$ cat src/vicirq_pkg.sv
`default_nettype none
package vicirq_pkg;
    // ***********************************************
    // sizes
    // ***********************************************
    localparam int unsigned VICIRQ_NUM_SRC = 32;
    localparam int unsigned VICIRQ_NUM_SLOT = 16;
    localparam int unsigned VICIRQ_SRC_W = 5;
    localparam int unsigned VICIRQ_SLOT_W = 4;
    localparam int unsigned VICIRQ_SOFT_CHAN = 1;

    // ***********************************************
    // register byte offsets
    // ***********************************************
    localparam logic [11:0] VICIRQ_OFS_FAST_STAT = 12'h000;
    localparam logic [11:0] VICIRQ_OFS_NORM_STAT = 12'h004;
    localparam logic [11:0] VICIRQ_OFS_RAW_STAT = 12'h008;
    localparam logic [11:0] VICIRQ_OFS_FAST_SEL = 12'h00c;
    localparam logic [11:0] VICIRQ_OFS_ENABLE = 12'h010;
    localparam logic [11:0] VICIRQ_OFS_ENA_CLR = 12'h014;
    localparam logic [11:0] VICIRQ_OFS_SOFT_SET = 12'h018;
    localparam logic [11:0] VICIRQ_OFS_SOFT_CLR = 12'h01c;
    localparam logic [11:0] VICIRQ_OFS_VEC_ADDR = 12'h030;
    localparam logic [11:0] VICIRQ_OFS_DEF_ADDR = 12'h034;
    localparam logic [11:0] VICIRQ_OFS_SLOT_ADDR = 12'h100;
    localparam logic [11:0] VICIRQ_OFS_SLOT_CTRL = 12'h200;
    localparam logic [11:0] VICIRQ_SLOT_SPAN = 12'h040;

    // ***********************************************
    // slot control fields
    // ***********************************************
    localparam int unsigned VICIRQ_SLOT_EN_BIT = 5;
    localparam logic [31:0] VICIRQ_RST_WORD = 32'h0000_0000;

    // ***********************************************
    // ahb-lite constants
    // ***********************************************
    localparam logic [1:0] VICIRQ_HTRANS_NONSEQ = 2'h2;
    localparam logic [1:0] VICIRQ_HTRANS_SEQ = 2'h3;

    typedef struct packed {
        logic en;
        logic [VICIRQ_SRC_W-1:0] src;
    } vicirq_slot_t;

    typedef struct packed {
        logic valid;
        logic write;
        logic [11:0] addr;
    } vicirq_acc_t;
endpackage
`default_nettype wire

$ cat src/vicirq_prio.sv
`default_nettype none
module vicirq_prio
    import vicirq_pkg::*;
#(
    parameter int unsigned N_SLOT = VICIRQ_NUM_SLOT,
    parameter int unsigned N_SRC = VICIRQ_NUM_SRC
)
(
    // slot settings and requests
    input wire vicirq_slot_t slot_cfg [N_SLOT],
    input wire logic [N_SRC-1:0] req_norm,
    // result
    output logic hit,
    output logic [VICIRQ_SLOT_W-1:0] slot_idx,
    output logic [N_SLOT-1:0] slot_act
)
;
    // ***********************************************
    // per-slot activity, lowest index wins
    // ***********************************************
    always_comb
    begin
        hit = 1'b0;
        slot_idx = '0;
        slot_act = '0;
        for (int i = N_SLOT - 1; i >= 0; i--)
        begin
            slot_act[i] = slot_cfg[i].en && req_norm[slot_cfg[i].src];
            if (slot_act[i])
            begin
                hit = 1'b1;
                slot_idx = VICIRQ_SLOT_W'(i);
            end
        end
    end
endmodule
`default_nettype wire

$ cat src/vicirq_ahb.sv
`default_nettype none
module vicirq_ahb
    import vicirq_pkg::*;
(
    // clock and reset
    input wire logic sys_clk,
    input wire logic arst_n,
    // ahb-lite slave side
    input wire logic hsel,
    input wire logic [31:0] haddr,
    input wire logic [1:0] htrans,
    input wire logic hwrite,
    input wire logic [2:0] hsize,
    input wire logic hready,
    output logic hreadyout,
    output logic hresp,
    // decoded data phase
    output vicirq_acc_t acc
)
;
    // ***********************************************
    // address phase capture
    // ***********************************************
    wire logic take;
    vicirq_acc_t acc_ff;
    vicirq_acc_t nxt_acc;

    assign take = hsel && hready && (htrans == VICIRQ_HTRANS_NONSEQ || htrans == VICIRQ_HTRANS_SEQ);
    assign nxt_acc = '{valid: take, write: hwrite, addr: haddr[11:0]};
    assign hreadyout = 1'b1;
    assign hresp = 1'b0;
    assign acc = acc_ff;

    always_ff @(posedge sys_clk or negedge arst_n)
    begin
        if (!arst_n)
            acc_ff <= '0;
        else if (hready)
            acc_ff <= nxt_acc;
    end
endmodule
`default_nettype wire

$ cat src/vicirq_top.sv
`default_nettype none
module vicirq_top
    import vicirq_pkg::*;
#(
    parameter int unsigned N_SRC = VICIRQ_NUM_SRC,
    parameter int unsigned N_SLOT = VICIRQ_NUM_SLOT
)
(
    // clock and reset
    input wire logic sys_clk,
    input wire logic arst_n,
    // peripheral request lines
    input wire logic [N_SRC-1:0] periph_req,
    // ahb-lite slave
    input wire logic hsel,
    input wire logic [31:0] haddr,
    input wire logic [1:0] htrans,
    input wire logic hwrite,
    input wire logic [2:0] hsize,
    input wire logic [31:0] hwdata,
    input wire logic hready,
    output logic hreadyout,
    output logic hresp,
    output logic [31:0] hrdata,
    // processor request outputs
    output logic fast_interrupt_request,
    output logic normal_irq
)
;
    // ***********************************************
    // request input synchroniser
    // ***********************************************
    logic [N_SRC-1:0] req_meta_ff;
    logic [N_SRC-1:0] req_sync_ff;

    always_ff @(posedge sys_clk or negedge arst_n)
    begin
        if (!arst_n)
        begin
            req_meta_ff <= '0;
            req_sync_ff <= '0;
        end
        else
        begin
            req_meta_ff <= periph_req;
            req_sync_ff <= req_meta_ff;
        end
    end

    // ***********************************************
    // bus slave
    // ***********************************************
    vicirq_acc_t acc;

    vicirq_ahb u_ahb (
        .sys_clk(sys_clk),
        .arst_n(arst_n),
        .hsel(hsel),
        .haddr(haddr),
        .htrans(htrans),
        .hwrite(hwrite),
        .hsize(hsize),
        .hready(hready),
        .hreadyout(hreadyout),
        .hresp(hresp),
        .acc(acc)
    );

    function automatic logic is_slot_reg(input logic [11:0] a, input logic [11:0] base);
        is_slot_reg = (a >= base) && (a < base + VICIRQ_SLOT_SPAN) && (a[1:0] == 2'h0);
    endfunction

    function automatic logic [VICIRQ_SLOT_W-1:0] slot_of(input logic [11:0] a);
        slot_of = a[VICIRQ_SLOT_W+1:2];
    endfunction

    wire logic wr;
    wire logic [11:0] wa;
    assign wr = acc.valid && acc.write;
    assign wa = acc.addr;

    // ***********************************************
    // software registers
    // ***********************************************
    logic [N_SRC-1:0] fast_sel_ff;
    logic [N_SRC-1:0] enable_ff;
    logic [N_SRC-1:0] soft_req_ff;
    logic [31:0] def_addr_ff;
    logic [31:0] slot_addr_ff [N_SLOT];
    vicirq_slot_t slot_cfg_ff [N_SLOT];
    logic [N_SRC-1:0] nxt_enable;
    logic [N_SRC-1:0] nxt_soft_req;

    always_comb
    begin
        nxt_enable = enable_ff;
        nxt_soft_req = soft_req_ff;
        if (wr && wa == VICIRQ_OFS_ENABLE)
            nxt_enable = enable_ff | hwdata[N_SRC-1:0];
        if (wr && wa == VICIRQ_OFS_ENA_CLR)
            nxt_enable = enable_ff & ~hwdata[N_SRC-1:0];
        if (wr && wa == VICIRQ_OFS_SOFT_SET)
            nxt_soft_req = soft_req_ff | hwdata[N_SRC-1:0];
        if (wr && wa == VICIRQ_OFS_SOFT_CLR)
            nxt_soft_req = soft_req_ff & ~hwdata[N_SRC-1:0];
    end

    always_ff @(posedge sys_clk or negedge arst_n)
    begin
        if (!arst_n)
        begin
            fast_sel_ff <= '0;
            enable_ff <= '0;
            soft_req_ff <= '0;
            def_addr_ff <= VICIRQ_RST_WORD;
        end
        else
        begin
            enable_ff <= nxt_enable;
            soft_req_ff <= nxt_soft_req;
            if (wr && wa == VICIRQ_OFS_FAST_SEL)
                fast_sel_ff <= hwdata[N_SRC-1:0];
            if (wr && wa == VICIRQ_OFS_DEF_ADDR)
                def_addr_ff <= hwdata;
        end
    end

    // slot address and control registers, rewritable at run time
    always_ff @(posedge sys_clk or negedge arst_n)
    begin
        if (!arst_n)
        begin
            for (int i = 0; i < N_SLOT; i++)
            begin
                slot_addr_ff[i] <= VICIRQ_RST_WORD;
                slot_cfg_ff[i] <= '0;
            end
        end
        else if (wr)
        begin
            if (is_slot_reg(wa, VICIRQ_OFS_SLOT_ADDR))
                slot_addr_ff[slot_of(wa)] <= hwdata;
            if (is_slot_reg(wa, VICIRQ_OFS_SLOT_CTRL))
                slot_cfg_ff[slot_of(wa)] <= vicirq_slot_t'(hwdata[VICIRQ_SLOT_EN_BIT:0]);
        end
    end

    // ***********************************************
    // classification
    // ***********************************************
    wire logic [N_SRC-1:0] hw_req;
    wire logic [N_SRC-1:0] raw_req;
    wire logic [N_SRC-1:0] act_req;
    wire logic [N_SRC-1:0] fast_act;
    wire logic [N_SRC-1:0] norm_act;
    logic [N_SRC-1:0] in_slot;
    wire logic [N_SRC-1:0] nonvec_act;
    wire logic vec_hit;
    wire logic [VICIRQ_SLOT_W-1:0] vec_idx;

    // channel 1 has no hardware source
    assign hw_req = req_sync_ff & ~(N_SRC'(1) << VICIRQ_SOFT_CHAN);
    assign raw_req = hw_req | soft_req_ff;
    assign act_req = raw_req & enable_ff;
    assign fast_act = act_req & fast_sel_ff;
    assign norm_act = act_req & ~fast_sel_ff;

    always_comb
    begin
        in_slot = '0;
        for (int i = 0; i < N_SLOT; i++)
            if (slot_cfg_ff[i].en)
                in_slot[slot_cfg_ff[i].src] = 1'b1;
    end

    assign nonvec_act = norm_act & ~in_slot;

    vicirq_prio #(
        .N_SLOT(N_SLOT),
        .N_SRC(N_SRC)
    ) u_prio (
        .slot_cfg(slot_cfg_ff),
        .req_norm(norm_act),
        .hit(vec_hit),
        .slot_idx(vec_idx),
        .slot_act()
    );

    // ***********************************************
    // processor outputs
    // ***********************************************
    logic fast_ff;
    logic norm_ff;

    always_ff @(posedge sys_clk or negedge arst_n)
    begin
        if (!arst_n)
        begin
            fast_ff <= 1'b0;
            norm_ff <= 1'b0;
        end
        else
        begin
            fast_ff <= |fast_act;
            norm_ff <= vec_hit || (|nonvec_act);
        end
    end

    assign fast_interrupt_request = fast_ff;
    assign normal_irq = norm_ff;

    // ***********************************************
    // read mux
    // ***********************************************
    wire logic [31:0] vec_word;
    logic [31:0] rd_word;
    logic [31:0] rdata_ff;
    logic rd_phase_ff;

    // slots beat non-vectored requests
    assign vec_word = vec_hit ? slot_addr_ff[vec_idx] : def_addr_ff;

    always_comb
    begin
        rd_word = '0;
        if (wa == VICIRQ_OFS_FAST_STAT)
            rd_word[N_SRC-1:0] = fast_act;
        else if (wa == VICIRQ_OFS_NORM_STAT)
            rd_word[N_SRC-1:0] = norm_act;
        else if (wa == VICIRQ_OFS_RAW_STAT)
            rd_word[N_SRC-1:0] = raw_req;
        else if (wa == VICIRQ_OFS_FAST_SEL)
            rd_word[N_SRC-1:0] = fast_sel_ff;
        else if (wa == VICIRQ_OFS_ENABLE)
            rd_word[N_SRC-1:0] = enable_ff;
        else if (wa == VICIRQ_OFS_SOFT_SET)
            rd_word[N_SRC-1:0] = soft_req_ff;
        else if (wa == VICIRQ_OFS_VEC_ADDR)
            rd_word = vec_word;
        else if (wa == VICIRQ_OFS_DEF_ADDR)
            rd_word = def_addr_ff;
        else if (is_slot_reg(wa, VICIRQ_OFS_SLOT_ADDR))
            rd_word = slot_addr_ff[slot_of(wa)];
        else if (is_slot_reg(wa, VICIRQ_OFS_SLOT_CTRL))
            rd_word[VICIRQ_SLOT_EN_BIT:0] = slot_cfg_ff[slot_of(wa)];
    end

    always_ff @(posedge sys_clk or negedge arst_n)
    begin
        if (!arst_n)
            rd_phase_ff <= 1'b0;
        else
            rd_phase_ff <= acc.valid && !acc.write;
    end

    always_ff @(posedge sys_clk or negedge arst_n)
    begin
        if (!arst_n)
            rdata_ff <= '0;
        else if (acc.valid && !acc.write)
            rdata_ff <= rd_word;
    end

    // data phase reads the live state combinationally so no wait state is needed
    assign hrdata = (acc.valid && !acc.write) ? rd_word : (rd_phase_ff ? rdata_ff : '0);
endmodule
`default_nettype wire

$ cat config.mk
export PLATFORM = sky130hd
export DESIGN_NAME = vicirq_top
export DESIGN_NICKNAME = d
export VERILOG_FILES = /design/src/vicirq_pkg.sv /design/src/vicirq_prio.sv /design/src/vicirq_ahb.sv /design/src/vicirq_top.sv
export SDC_FILE = /design/constraint.sdc
export NUM_CORES = 2
export LEC_CHECK = 0
export BUFFER_PORTS_ARGS = -buffer_cell sky130_fd_sc_hd__buf_4
export CAP_MARGIN = 20
export CORE_MARGIN = 10
export CORE_UTILIZATION = 30
export DETAILED_ROUTE_END_ITERATION = 7
export SLEW_MARGIN = 20
export SYNTH_ARGS = -nofsm -noshare
export SYNTH_HDL_FRONTEND = slang
export SYNTH_SLANG_ARGS = --single-unit
$ cat constraint.sdc
create_clock -name sys_clk -period 5.1 [get_ports sys_clk]
set_clock_uncertainty 0.2 [all_clocks]
set_input_delay 0.51 -clock sys_clk [delete_from_list [all_inputs] [get_ports sys_clk]]
set_output_delay 0.51 -clock sys_clk [all_outputs]
set_load 0.02 [all_outputs]
==> metrics.md <==
| Metric | Value |
|---|---|
| Final setup margin | -1060 ps |
| Storage cell area | 21200 um^2 |
| Non-filler cells in the finished layout | 7949 |
| Setup Crit Path Kind | reg2out |
| Setup violators final | 32 |
| Std cell rows | 153 |
| P_leak | 0.0300 uW |
| CTS Root Cell | clkbuf_16 |
| Starting DRC count in detailed routing | 6567 |
| Total GRT Usage | 26.5% |
| Sequential area share after synthesis | 40.4% |
| Die Y | 438 um |
| Post-route ant nets | 0 |
| Layout Area Growth over Synthesis | 34.1% |
| DRC Markers | 0 |
| Largest net degree at the start of global routing | 133 |
| Netlist cell types | 104 |
| Failing checks | setup timing |
| Num Clock Sinks | 847 |
| Clk_lat worst skew | 750 ps |
| Fin util | 40.5% |
| Final GP Congestion | 1.08 |
| Die area | 192000 um^2 |
| Synth Area in Simple Gates | 10.7% |
| Syn Area/Cell | 11.2 um^2 |
| Worst setup EP type | output port |
| TritonCTS buffer count | 94 |
| Max FO, Critical Path | 7 |
| Arrival time worst endpoint | 5450 ps |
| Vias in the first global route | 48.8k |
| Crit path launch type | register |
| Layout fillers | 16.6k |
| Compound-Gate Fraction of Synth Area | 15.2% |
| Horiz. Die Dim | 438 um |
| Cells after Synth | 4700 |
| CTS Buffer Depth | 3 |
| First-pass GRT wire length | 373000 um |
| Combinational Power Share | 8.6% |
| Worst EP required | 4390 ps |
| Status | finished, violations left |
| Post-synthesis mux area share | 29.6% |
| Post-layout min period | 6160 ps |
| Max-slew headroom | 29.4% |
| Worst vdd ir | 0.247 mV |
| Synthesized cell area | 52500 um^2 |
| Max frequency | 0.162 GHz |
| Switch Pwr | 3930 uW |
| CTS tree | built |
| Min-Delay Path Class | in2reg |
| Routed length per instance | 33.6 um |
| Worst-path clk slew | 60 ps |
| Clock share of power | 46.3% |
| Nets | 5651 |
| Initial core utilization | 30.2% |
| Syn Nets | 4806 |
| Multi-input gate area | 31300 um^2 |
| Drt pass-1 iters | 8 |
| Synth Register Bits | 847 |
| Tcrit/Tclk final | 121% |
| CORE AREA | 174000 um^2 |
| Asr flop ratio synth | 100% |
| Seq pwr share | 45.1% |
| Detailed-route via count | 49.9k |
| Share of layout cells above drive strength 1 | 48.6% |
| RSZ-0062 raised after global routing | true |
| I/O pin total | 142 |
| MaxCap Viol Count | 0 |
| Synth Warn # | 0 |
| Post-Synth XOR/XNOR Area | 0.0167% |
| Largest family of logic cells by synthesized area | multiplexers |
| Inst Count DP | 7553 |
| Number of synthesized flops with an enable pin | 0 |
| Post-synth top flop | dfrtp_1 |
| PortBufs | 114 |
| Initial antenna violation count | 9 |
| Final hold viol count | 0 |
| Pwr Density | 218 nW/um^2 |
| WL final | 267000 um |
| Pint | 11400 uW |
| Sw frac | 25.6% |
| Gr ovfl total | 0 |
| Post-synthesis adder-cell area fraction | 0% |
| Vias per inst | 6.28 |
| DP HPWL | 191000 um |
| Slew Limit Fails | 0 |
| Worst Tran Pin Value | 1060 ps |
| H-tree depth | 3 |
[timing repair]
action | 4_1_cts | 5_1_grt
setup buffers | 64 | 72
hold buffers | 86 | 0
endpoints found under the hold margin | 238 | 0
cloned | 8 | 4
gates resized for setup | 318 | 220
pin swaps | 73 | 101
setup endpoints to repair | 64 | 32
[cell usage after synthesis, types with 19 or more instances]
library cell,number,area share (%)
a311oi_1,19,0.32
nand3b_1,65,0.93
o211a_1,23,0.44
nand2_1,208,1.5
a2111oi_0,30,0.50
a211o_1,34,0.57
mux2_2,677,15
mux2i_1,146,2.8
nand4_1,25,0.30
o21ai_1,38,0.36
buf_1,41,0.29
o22ai_1,235,2.8
a222oi_1,28,0.53
mux4_2,286,12
or3b_2,25,0.42
inv_1,22,0.16
a221oi_1,42,0.70
o22a_1,20,0.33
dfrtp_1,847,40
nor2_1,231,1.7
nor4_1,39,0.47
o2111ai_1,21,0.35
or2_2,44,0.52
o211ai_1,33,0.47
a21oi_1,184,1.8
or3_1,27,0.32
o221ai_1,34,0.57
nor3_1,95,0.91
a31oi_1,44,0.52
a211oi_1,20,0.29
nand3_1,190,1.8
o21ai_0,198,1.9
buf_2,51,0.49
clkbuf_1,385,2.8
[worst paths after layout]
check | from | slack (ps) | cells past startpoint | to
worst max-delay path | req_sync_ff[28] | -1060 | 19 | hrdata[7]
worst min-delay path | hready | 60 | 2 | u_ahb.acc[3]
worst max register to register | req_sync_ff[28] | 240 | 18 | rdata_ff[7]
worst min register to register | req_meta_ff[22] | 130 | 0 | req_sync_ff[22]
max in group asynchronous | arst_n | 2910 | 3 | slot_addr_ff[83]
min in group asynchronous | arst_n | 290 | 2 | fast_sel_ff[1]
[flip-flops by register name, indices dropped and copies added (netlist names), named ones only]
name,flops
def_addr_ff,32
req_meta_ff,31
req_sync_ff,31
normal_irq,1
u_ahb.acc,14
fast_interrupt_request,1
slot_cfg_ff,96
fast_sel_ff,32
slot_addr_ff,512
rd_phase_ff,1
rdata_ff,32
[cell families after synthesis]
family | after synthesis
muxes | 1109
and+or+nand+nor | 1078
xor gates and xnor gates | 1
DFF | 847
AOI/OAI and AO/OA | 1137
other | 2
buffers and inverters | 526
[stage by stage]
stage / TNS [ps] / total power (uW) / hold WS [ps] / worst slack (ps) / instance area (um^2)
2_1_floorplan: 0 / 7570 / 14.4 / 433 / 52500
3_3_place_gp: -34880 / 8220 / 139 / -1250 / 62500
3_5_place_dp: -37920 / 8220 / 136 / -1280 / 62500
4_1_cts: -28360 / 15400 / 25.7 / -978 / 68700
5_1_grt: -31670 / 15800 / 83.2 / -1110 / 70300
6_report: -28790 / 15400 / 57.5 / -1060 / 70300
[placed cells by master (no fill, tap or decap), types with 26 or more instances in the layout]
master | Yosys | routed
buf_12 | 0 | 108
o211ai_1 | 33 | 33
dlygate4sd3_1 | 0 | 86
o22ai_1 | 235 | 214
clkbuf_16 | 0 | 99
buf_6 | 8 | 85
a222oi_1 | 28 | 28
nor4_1 | 39 | 29
dfrtp_1 | 847 | 837
nor2_1 | 231 | 191
nand2_1 | 208 | 201
a221oi_1 | 42 | 34
a211o_1 | 34 | 33
mux4_2 | 286 | 286
nand3b_1 | 65 | 65
a21oi_1 | 184 | 183
mux2i_1 | 146 | 103
nand3_1 | 190 | 170
o21ai_2 | 7 | 27
a31oi_1 | 44 | 42
or2_2 | 44 | 41
nor2_4 | 0 | 31
mux2_2 | 677 | 675
nor3_1 | 95 | 82
o21ai_0 | 198 | 187
mux2i_2 | 0 | 26
buf_4 | 10 | 937
[layout make-up]
type,instances,area share (%)
antenna,5,0.0178
clock buffer,131,3.89
clock inverter,39,0.599
inverter,28,0.149
multi-input combinational,3327,44.5
sequential,847,30.2
tap,2325,4.14
timing repair buffer,1247,16.6
[power by group through the flow]
stage | registers, uW | clock network, uW | logic (uW)
2_1_floorplan | 6960 | 0 | 610
3_3_place_gp | 7030 | 0 | 1180
3_5_place_dp | 7040 | 0 | 1190
4_1_cts | 6920 | 7210 | 1290
5_1_grt | 6930 | 7450 | 1390
6_report | 6920 | 7110 | 1330
[routing by layer]
layer / share of wire (%) / GRT usage (%)
met5: 0.012 / 0
met4: 8.4 / 17.5
met3: 9.2 / 5.59
met2: 45 / 42.2
met1: 37 / 32.4
[worst max-delay path, stage by stage, from the launching register on]
cell	delay (ps)
dfrtp_2	470
o21ai_4	260
nor2_4	100
buf_12	150
mux4_2	450
mux4_2	530
o211ai_4	340
buf_6	170
a21oi_4	70
a31oi_4	310
buf_12	170
a21oi_4	70
buf_6	150
buf_4	150
a221oi_4	300
a31oi_2	90
nor4_4	430
buf_4	190
o211ai_1	100
buf_4	200
Note: power is estimated with default switching activity, not from simulation.
